`config.mk`:
```
export PLATFORM = sky130hd
export DESIGN_NAME = switch_fault_supervisor
export DESIGN_NICKNAME = d
export VERILOG_FILES = /design/src/design/fault_sup_pkg.sv /design/src/design/fault_channel.sv /design/src/design/switch_fault_supervisor.sv
export SDC_FILE = /design/constraint.sdc
export NUM_CORES = 1
export LEC_CHECK = 0
export BUFFER_PORTS_ARGS = -buffer_cell sky130_fd_sc_hd__buf_2
export CORE_ASPECT_RATIO = 1.5
export CORE_UTILIZATION = 35
export DETAILED_ROUTE_END_ITERATION = 10
export MAX_ROUTING_LAYER = met4
export PLACE_DENSITY = 0.61
export SYNTH_ARGS = -nofsm -noshare
export SYNTH_HDL_FRONTEND = slang
export SYNTH_HIERARCHICAL = 1
export SYNTH_SLANG_ARGS = --single-unit
```
`constraint.sdc`:
```
create_clock -name core_clk -period 5.8 [get_ports core_clk]
set_clock_uncertainty 0.2 [all_clocks]
set_input_delay 0.87 -clock core_clk [delete_from_list [all_inputs] [get_ports core_clk]]
set_output_delay 0.87 -clock core_clk [all_outputs]
set_load 0.01 [all_outputs]
```
`src/design/fault_sup_pkg.sv`:
```
// package for the switch fault supervisor: carriers, state codes, timing
// assumes a single 50 MHz core clock and synchronous active-high reset
package fault_sup_pkg;
  localparam int NUM_CH = 2;
  // core clock period in ns
  localparam int CLK_PERIOD_NS = 20;
  // fast fault turn-off bound in ns and its cycle count (rounded down)
  localparam int FAST_OFF_NS = 40;
  localparam int FAST_OFF_CYC = (FAST_OFF_NS / CLK_PERIOD_NS) < 1 ? 1 :
    (FAST_OFF_NS / CLK_PERIOD_NS);
  // status word bit positions
  localparam int ST_SUPPLY_HIGH = 0;
  localparam int ST_SUPPLY_LOW = 1;
  localparam int ST_SHORT0 = 2;
  localparam int ST_SHORT1 = 3;
  localparam int ST_OVERCUR0 = 4;
  localparam int ST_OVERCUR1 = 5;
  localparam int ST_OVERTEMP0 = 6;
  localparam int ST_OVERTEMP1 = 7;
  localparam int STATUS_W = 8;
  localparam logic [STATUS_W-1:0] STATUS_RESET = 8'h00;

  typedef enum logic [2:0] {
    MODE_SERIAL = 3'b001,
    MODE_FAILSAFE = 3'b010,
    MODE_BLIND = 3'b100
  } mode_t;

  // analog comparator results, one bit each
  typedef struct packed {
    logic supplyHigh;
    logic supplyHighRelease;
    logic supplyLow;
    logic supplyBelowMin;
    logic logicRailFail;
    logic porLow;
    logic systemGndLoss;
    logic loadGndLoss;
    logic deviceGndHigh;
  } sense_t;

  // per-channel comparator results
  typedef struct packed {
    logic hardShort;
    logic overCurrent;
    logic overTemp;
  } chan_sense_t;

  // configuration from the serial side
  typedef struct packed {
    logic supplyHighGuardOff;
    logic logicRailLossEnable;
    logic retryEnable;
  } setup_t;
endpackage : fault_sup_pkg

```
`src/design/fault_channel.sv`:
```
// one output channel: latched faults, delatch, retry request, fast off
// assumes fault comparators are synchronous to core_clk
module fault_channel (
  input wire logic core_clk,
  input wire logic reset,
  input wire logic clearAll,
  input fault_sup_pkg::chan_sense_t sense,
  input wire logic senseValid,
  input wire logic driveRequest,
  input wire logic delatch,
  input wire logic supplyOff,
  input wire logic supplyLowActive,
  input wire logic retryEnable,
  input wire logic retryTick,
  input wire logic readClear,
  output logic channelOn,
  output logic fastOff,
  output logic shortFlag,
  output logic overCurFlag,
  output logic overTempFlag,
  output logic latched,
  output logic retryCond
);
  typedef struct packed {
    logic shortQ;
    logic ocQ;
    logic otQ;
    logic latchQ;
    logic wasOnQ;
    logic onQ;
    logic otPendQ;
  } ch_state_t;

  ch_state_t state_q, state_d;
  logic turnOn;
  logic causeGone;

  always_comb begin
    state_d = state_q;
    turnOn = driveRequest && !state_q.wasOnQ;
    causeGone = !sense.hardShort && !sense.overCurrent && !sense.overTemp;
    // delatch, or an enabled retry tick with a retry condition and no undervoltage, releases the latch
    if (delatch || (retryEnable && retryTick && retryCond &&
        !supplyLowActive)) begin
      state_d.latchQ = 1'b0;
    end
    // severe short counts at turn-on or while the channel is on
    if (sense.hardShort && (turnOn || state_q.onQ)) begin
      state_d.shortQ = 1'b1;
      state_d.latchQ = 1'b1;
    end
    if (sense.overCurrent && state_q.onQ) begin
      state_d.ocQ = 1'b1;
      state_d.latchQ = 1'b1;
    end
    // overtemperature acts always, reported only when valid
    if (sense.overTemp) begin
      state_d.latchQ = 1'b1;
      state_d.otPendQ = 1'b1;
    end
    if (state_q.otPendQ && senseValid) begin
      state_d.otQ = 1'b1;
      state_d.otPendQ = sense.overTemp;
    end
    // read clears only after cause gone and delatched; set wins
    if (readClear && causeGone && !state_q.latchQ) begin
      state_d.shortQ = sense.hardShort;
      state_d.ocQ = sense.overCurrent;
      state_d.otQ = sense.overTemp && senseValid;
    end
    state_d.wasOnQ = driveRequest;
    state_d.onQ = driveRequest && !state_d.latchQ && !supplyOff;
    if (clearAll) begin
      state_d = '0;
    end
  end

  always_ff @(posedge core_clk) begin
    if (reset) begin
      state_q <= '0;
    end else begin
      state_q <= state_d;
    end
  end

  // fast off bypasses slew control
  assign fastOff = state_q.onQ && (sense.hardShort || sense.overCurrent ||
    sense.overTemp || supplyLowActive);
  assign channelOn = state_q.onQ && !fastOff;
  assign shortFlag = state_q.shortQ;
  assign overCurFlag = state_q.ocQ;
  assign overTempFlag = state_q.otQ;
  assign latched = state_q.latchQ;
  // retry on short, overcurrent, overtemperature or undervoltage
  assign retryCond = state_q.shortQ || state_q.ocQ || state_q.otQ ||
    state_q.otPendQ || supplyLowActive;
endmodule : fault_channel

```
`src/design/switch_fault_supervisor.sv`:
```
// fault supervisor of a dual high-side switch: supply, ground and
// logic-rail handling, fault line, status word with read-to-clear
// assumes comparator inputs and host strobes are synchronous to core_clk
module switch_fault_supervisor #(
  parameter int CHANNELS = fault_sup_pkg::NUM_CH
) (
  input wire logic core_clk,
  input wire logic reset,
  input fault_sup_pkg::sense_t supplySense,
  input fault_sup_pkg::chan_sense_t chanSense0,
  input fault_sup_pkg::chan_sense_t chanSense1,
  input wire logic setupWrite,
  input fault_sup_pkg::setup_t setupData,
  input wire logic [1:0] channelDriveRequest,
  input wire logic [1:0] directDriveWire,
  input wire logic [1:0] delatchRequest,
  input wire logic retryTick,
  input wire logic statusRead,
  output logic [fault_sup_pkg::STATUS_W-1:0] statusWord,
  output logic statusValid,
  output logic serialActive,
  output logic failSafe,
  output logic [1:0] channelOn,
  output logic [1:0] fastOff,
  output logic [1:0] openLoadFlag,
  output fault_sup_pkg::setup_t setupWord,
  output logic fault_line_n
);
  initial begin
    if (CHANNELS != 2) begin
      $error("switch_fault_supervisor serves exactly two channels");
    end
  end

  typedef struct packed {
    fault_sup_pkg::mode_t mode;
    fault_sup_pkg::setup_t setup;
    logic supplyHighQ;
    logic supplyHighHoldQ;
    logic supplyLowQ;
    logic supplyLowActiveQ;
    logic [1:0] openLoadQ;
    logic [fault_sup_pkg::STATUS_W-1:0] statusQ;
    logic railLostQ;
  } top_state_t;

  top_state_t state_q, state_d;

  logic clearAll;
  logic failSafeNow;
  logic supplyOff;
  logic senseValid;
  logic [1:0] effRequest;
  logic [1:0] chOn;
  logic [1:0] chFast;
  logic [1:0] chShort;
  logic [1:0] chOc;
  logic [1:0] chOt;
  logic [1:0] chLatched;
  logic [1:0] chRetry;
  logic readClear;
  logic anyOn;
  logic protectFault;

  // rail failure with logicRailLossEnable set, in its first cycle, or total por clears channels, setup, flags and status word, not the overvoltage hold
  assign clearAll = (supplySense.logicRailFail &&
    state_q.setup.logicRailLossEnable && !state_q.railLostQ) ||
    supplySense.porLow;
  assign failSafeNow = state_q.mode == fault_sup_pkg::MODE_FAILSAFE;
  // status reads are honoured only while the serial side works
  assign readClear = statusRead &&
    state_q.mode == fault_sup_pkg::MODE_SERIAL &&
    !supplySense.logicRailFail;
  // channels off on overvoltage hold, undervoltage, system ground loss
  assign supplyOff = ((state_q.supplyHighHoldQ || supplySense.supplyHigh) &&
    !state_q.setup.supplyHighGuardOff) ||
    supplySense.supplyLow ||
    supplySense.systemGndLoss;
  assign senseValid = !supplySense.supplyLow;
  // fail-safe: channels follow direct drive wires
  assign effRequest = failSafeNow ? directDriveWire : channelDriveRequest;

  fault_channel u_ch0 (
    .core_clk(core_clk),
    .reset(reset),
    .clearAll(clearAll),
    .sense(chanSense0),
    .senseValid(senseValid),
    .driveRequest(effRequest[0]),
    .delatch(delatchRequest[0]),
    .supplyOff(supplyOff),
    .supplyLowActive(supplySense.supplyLow),
    .retryEnable(state_q.setup.retryEnable),
    .retryTick(retryTick),
    .readClear(readClear),
    .channelOn(chOn[0]),
    .fastOff(chFast[0]),
    .shortFlag(chShort[0]),
    .overCurFlag(chOc[0]),
    .overTempFlag(chOt[0]),
    .latched(chLatched[0]),
    .retryCond(chRetry[0])
  );

  fault_channel u_ch1 (
    .core_clk(core_clk),
    .reset(reset),
    .clearAll(clearAll),
    .sense(chanSense1),
    .senseValid(senseValid),
    .driveRequest(effRequest[1]),
    .delatch(delatchRequest[1]),
    .supplyOff(supplyOff),
    .supplyLowActive(supplySense.supplyLow),
    .retryEnable(state_q.setup.retryEnable),
    .retryTick(retryTick),
    .readClear(readClear),
    .channelOn(chOn[1]),
    .fastOff(chFast[1]),
    .shortFlag(chShort[1]),
    .overCurFlag(chOc[1]),
    .overTempFlag(chOt[1]),
    .latched(chLatched[1]),
    .retryCond(chRetry[1])
  );

  assign anyOn = |chOn;

  always_comb begin
    state_d = state_q;
    // setup accepted only under serial control
    if (setupWrite && state_q.mode == fault_sup_pkg::MODE_SERIAL) begin
      state_d.setup = setupData;
    end
    // overvoltage: flag always, hold until below hysteresis
    if (supplySense.supplyHigh) begin
      state_d.supplyHighQ = 1'b1;
      state_d.supplyHighHoldQ = 1'b1;
    end else if (supplySense.supplyHighRelease) begin
      state_d.supplyHighHoldQ = 1'b0;
    end
    // flag clears on read once the condition is over
    if (readClear && !supplySense.supplyHigh &&
        !state_q.supplyHighHoldQ) begin
      state_d.supplyHighQ = 1'b0;
    end
    // undervoltage shared flag
    state_d.supplyLowActiveQ = supplySense.supplyLow;
    if (supplySense.supplyLow) begin
      state_d.supplyLowQ = 1'b1;
    end else if (state_q.supplyLowQ) begin
      // warning until an output is on then read clears it
      if (readClear && anyOn) begin
        state_d.supplyLowQ = 1'b0;
      end
    end
    // load ground loss flags open load without changing the state
    state_d.openLoadQ = state_q.openLoadQ |
      (supplySense.loadGndLoss ? chOn : 2'b00);
    if (readClear && !supplySense.loadGndLoss) begin
      state_d.openLoadQ = 2'b00;
    end
    state_d.railLostQ = supplySense.logicRailFail;
    case (state_q.mode)
      fault_sup_pkg::MODE_SERIAL: begin
        if (supplySense.deviceGndHigh) begin
          state_d.mode = fault_sup_pkg::MODE_FAILSAFE;
        end else if (supplySense.logicRailFail) begin
          state_d.mode = state_q.setup.logicRailLossEnable ?
            fault_sup_pkg::MODE_FAILSAFE :
            fault_sup_pkg::MODE_BLIND;
        end
      end
      fault_sup_pkg::MODE_BLIND: begin
        if (!supplySense.logicRailFail) begin
          state_d.mode = fault_sup_pkg::MODE_SERIAL;
        end
      end
      fault_sup_pkg::MODE_FAILSAFE: begin
        state_d.mode = fault_sup_pkg::MODE_FAILSAFE;
      end
      default: begin
        state_d.mode = fault_sup_pkg::MODE_SERIAL;
      end
    endcase
    // status word; rebuilt from the current flags every cycle
    state_d.statusQ = fault_sup_pkg::STATUS_RESET;
    state_d.statusQ[fault_sup_pkg::ST_SUPPLY_HIGH] = state_d.supplyHighQ;
    state_d.statusQ[fault_sup_pkg::ST_SUPPLY_LOW] = state_d.supplyLowQ;
    state_d.statusQ[fault_sup_pkg::ST_SHORT0] = chShort[0];
    state_d.statusQ[fault_sup_pkg::ST_SHORT1] = chShort[1];
    state_d.statusQ[fault_sup_pkg::ST_OVERCUR0] = chOc[0];
    state_d.statusQ[fault_sup_pkg::ST_OVERCUR1] = chOc[1];
    state_d.statusQ[fault_sup_pkg::ST_OVERTEMP0] = chOt[0];
    state_d.statusQ[fault_sup_pkg::ST_OVERTEMP1] = chOt[1];
    if (clearAll) begin
      state_d.setup = '0;
      state_d.supplyHighQ = 1'b0;
      state_d.supplyLowQ = 1'b0;
      state_d.openLoadQ = 2'b00;
      state_d.statusQ = fault_sup_pkg::STATUS_RESET;
      if (supplySense.porLow) begin
        state_d.mode = fault_sup_pkg::MODE_SERIAL;
      end else begin
        state_d.mode = fault_sup_pkg::MODE_FAILSAFE;
      end
    end
  end

  always_ff @(posedge core_clk) begin
    if (reset) begin
      state_q <= '0;
      state_q.mode <= fault_sup_pkg::MODE_SERIAL;
    end else begin
      state_q <= state_d;
    end
  end

  // fault line: latched or fast-off channel faults, overvoltage hold unless
  // supplyHighGuardOff, and undervoltage, even without the logic rail
  assign protectFault = (|chLatched) || (|chFast) ||
    (state_q.supplyHighHoldQ && !state_q.setup.supplyHighGuardOff) ||
    supplySense.supplyLow;
  assign fault_line_n = !protectFault;

  assign channelOn = chOn;
  assign fastOff = chFast;
  assign openLoadFlag = state_q.openLoadQ;
  assign setupWord = state_q.setup;
  // channel flags are already registered in the channels; taking them
  // directly keeps every flag but overtemperature (two cycles) one cycle behind its cause
  always_comb begin
    statusWord = state_q.statusQ;
    statusWord[fault_sup_pkg::ST_SHORT0] = chShort[0];
    statusWord[fault_sup_pkg::ST_SHORT1] = chShort[1];
    statusWord[fault_sup_pkg::ST_OVERCUR0] = chOc[0];
    statusWord[fault_sup_pkg::ST_OVERCUR1] = chOc[1];
    statusWord[fault_sup_pkg::ST_OVERTEMP0] = chOt[0];
    statusWord[fault_sup_pkg::ST_OVERTEMP1] = chOt[1];
  end
  assign statusValid = state_q.mode == fault_sup_pkg::MODE_SERIAL;
  assign serialActive = state_q.mode != fault_sup_pkg::MODE_FAILSAFE;
  assign failSafe = failSafeNow;
endmodule : switch_fault_supervisor

```
==> run summary <==
The run finished with clean final reports. Power spread over the standard cell area amounts to 232 nW/um^2. The logs give 0 for the initial antenna violation count and 2540 um for the total half-perimeter wirelength after legalization and detailed placement. In the final timing run, aggregate negative setup slack is 0 ns.

The clock edge transition at the registers on the reported setup and hold paths works out to 0.09 ns. The Yosys step of the flow raised 6 warnings. TritonCTS built the clock tree. The first detailed-routing pass took 4 iterations. The run gives 0 as the post-CTS setup buffer count. The clock insertion delay at the later pin of the skew report is 0.27 ns. For this design the top-level I/O count stands at 50. After clock tree synthesis, the flow added hold-fix buffers numbering 0.

The run gives 3 as the number of buffers created by CTS. The logs give 0.117 mV for the maximum ir drop on the vdd rail and 0.694 nW for the leakage power of the design. The routed design could run at a clock period as short as 3.28 ns.

The logs give 1109 for the via count of the first global-routing pass and 15 for the largest net degree at the start of global routing. The die is 51.2 um wide. Final max-slew violation count: 0. STA puts the critical path data arrival time at 2.21 ns. Post-CTS repair changed the size of 0 cells. After the last flow step, the layout net total stands at 214. Instance area after placement: 1500 um^2.

In the global route stage, met1 resource usage came out at 19.3%. The detail-routed via count per cell came out at 5.23. Setup repair after global routing left no endpoint under its margin. For the deepest level of the CTS H-tree, the log shows 1. In the global route stage, met3 resource usage came out at 2.40%. The number of setup violations in the final report was 0; the number of failing hold endpoints at the final stage was 0. The finished layout holds 226 standard cells, fillers aside. Across all layers, the routed design uses 1181 vias. The core region area came out at 3450 um^2.

Measured along the y axis, the die boundary spans 75.8 um. The tools report the starting utilization of the core area as 36.9%. A synthesized cell averages 9.02 um^2. The transition time at the pin with the least slew margin works out to 0.531 ns.

In the global route stage, met2 resource usage came out at 32.0%. The DRC violations left was 0. Number of rows in the core area: 26. After global routing, the most crowded layer is met2. Compared with the post-synthesis result, the final layout area differs by 21.9%.

The run gives 4.73 ns as the required arrival time at the worst endpoint. The kind of capture point of the worst setup path is an output port. The net count after synthesis is 170.

In this run the remaining antenna-violating nets after routing total 0. First-pass GRT wire length: 4950 um. In the synthesized netlist, the number of instances is 141. The worst path uses 56.6% of the clock period.

The synthesized netlist occupies a cell area of 1270 um^2. The routed wire length was 3180 um. The start-to-end type of the worst setup path is input port to output port. The number of sinks driven by the clock tree came out at 26. The detailed router finished its first iteration with 21 violations.

The count of buffers added on input and output ports is 48. The total routing resource utilization after global routing is 17.7%. Final estimated routing congestion in global placement: 0.783.

The tools report the number of max-capacitance violations reported as 0. Including well taps, the total number of placed cells is 222. The total global routing overflow came out at 0.

The fraction of final layout cells with drive strength greater than 1 came out at 33.2%. Derived from the worst setup path, the maximum achievable clock frequency is 304 MHz. Floorplan die area: 3890 um^2. The clock tree root driver cell is sky130_fd_sc_hd__clkbuf_8. The final non-filler cell area was 1550 um^2.

The number of antenna repair diodes came out at 0. Headroom to the max-slew limit came out at 64.1%. The kind of path behind the tightest hold check is flip-flop to flip-flop. The wire length per cell is 14.1 um, and the clock tree buffer depth is 2.

Of all nets on the critical path, the largest fanout is 4. The worst setup path is launched from an input port.
worst max-delay path, stage by stage:
cell	delay [ns]
sky130_fd_sc_hd__buf_2	0.12
sky130_fd_sc_hd__nor4_1	0.36
sky130_fd_sc_hd__nor2b_1	0.10
sky130_fd_sc_hd__or4_1	0.40
sky130_fd_sc_hd__nor3_1	0.19
sky130_fd_sc_hd__buf_2	0.18
path summary, 6_finish.rpt:
check                           depth (start not counted)  slack (ns)                           to                      from
worst max-delay path                                    6        2.52                 fault_line_n             chanSense1[2]
worst min-delay path                                    2        0.28       state_q[12]$_SDFF_PP0_    state_q[12]$_SDFF_PP0_
worst max register to register                          5        3.53  u_ch1/state_q[1]$_SDFF_PP0_  state_q[19]$_SDFFE_PP0P_
worst min register to register                          2        0.28       state_q[12]$_SDFF_PP0_    state_q[12]$_SDFF_PP0_
through the flow:
stage / util (%) / hold slack (ns) / total power [W] / setup slack (ns)
4_1_cts: 45.0 / 0.279 / 0.000362 / 2.54
6_report: 45.0 / 0.280 / 0.000360 / 2.52
2_1_floorplan: - / 0.249 / 0.000225 / 2.77
5_1_grt: 45.0 / 0.296 / 0.000375 / 2.40
3_5_place_dp: 43.4 / 0.266 / 0.000247 / 2.55
3_3_place_gp: 43.4 / 0.262 / 0.000245 / 2.53
where the power goes:
| part | switching, W | leakage (nW) | internal, W | total, W |
|---|---|---|---|---|
| Clock | 0.0000564 | 0.0288 | 0.0000607 | 0.000117 |
| Combinational | 0.0000275 | 0.453 | 0.0000247 | 0.0000522 |
| Sequential | 0.00000594 | 0.212 | 0.000185 | 0.000191 |
| Total | 0.0000898 | 0.694 | 0.000270 | 0.000360 |
routing by layer:
| layer | part of all wire [%] | wire [um] |
|---|---|---|
| met5 | 0 | 0 |
| met4 | 0.72 | 23 |
| met3 | 4.0 | 127 |
| met2 | 51 | 1630 |
| met1 | 44 | 1400 |
cell usage in the layout, fill, tap and decap left out, drive strengths merged, types with 3 or more instances in the layout:
cell type / n
buf: 48
dfxtp: 26
nor2: 16
a21oi: 13
inv: 11
o21ai: 7
nor2b: 6
nor3: 5
nand2b: 4
clkbuf: 4
and2: 4
nor4: 4
o41ai: 3
nand2: 3
mux2i: 3
o31ai: 3
state kept, by name, summed over array words and instances, names as in the netlist:
signal	cells
state_q	6
u_ch0/overTempFlag	1
statusWord	1
u_ch1/latched	1
u_ch1/state_q	3
u_ch0/overCurFlag	1
u_ch1/overTempFlag	1
u_ch1/overCurFlag	1
u_ch0/state_q	3
u_ch0/latched	1
setupWord	3
u_ch0/shortFlag	1
u_ch1/shortFlag	1
openLoadFlag	2
area by class of cell:
| class | instances | area (um^2) |
|---|---|---|
| clock buffers | 4 | 55.1 |
| flip-flops and latches | 26 | 520 |
| repair buffers | 48 | 240 |
| fillers | 388 | 1900 |
| inverters | 11 | 41.3 |
| well taps | 42 | 52.6 |
| multi-input cells | 95 | 642 |
Note: power is estimated with default switching activity, not from simulation.
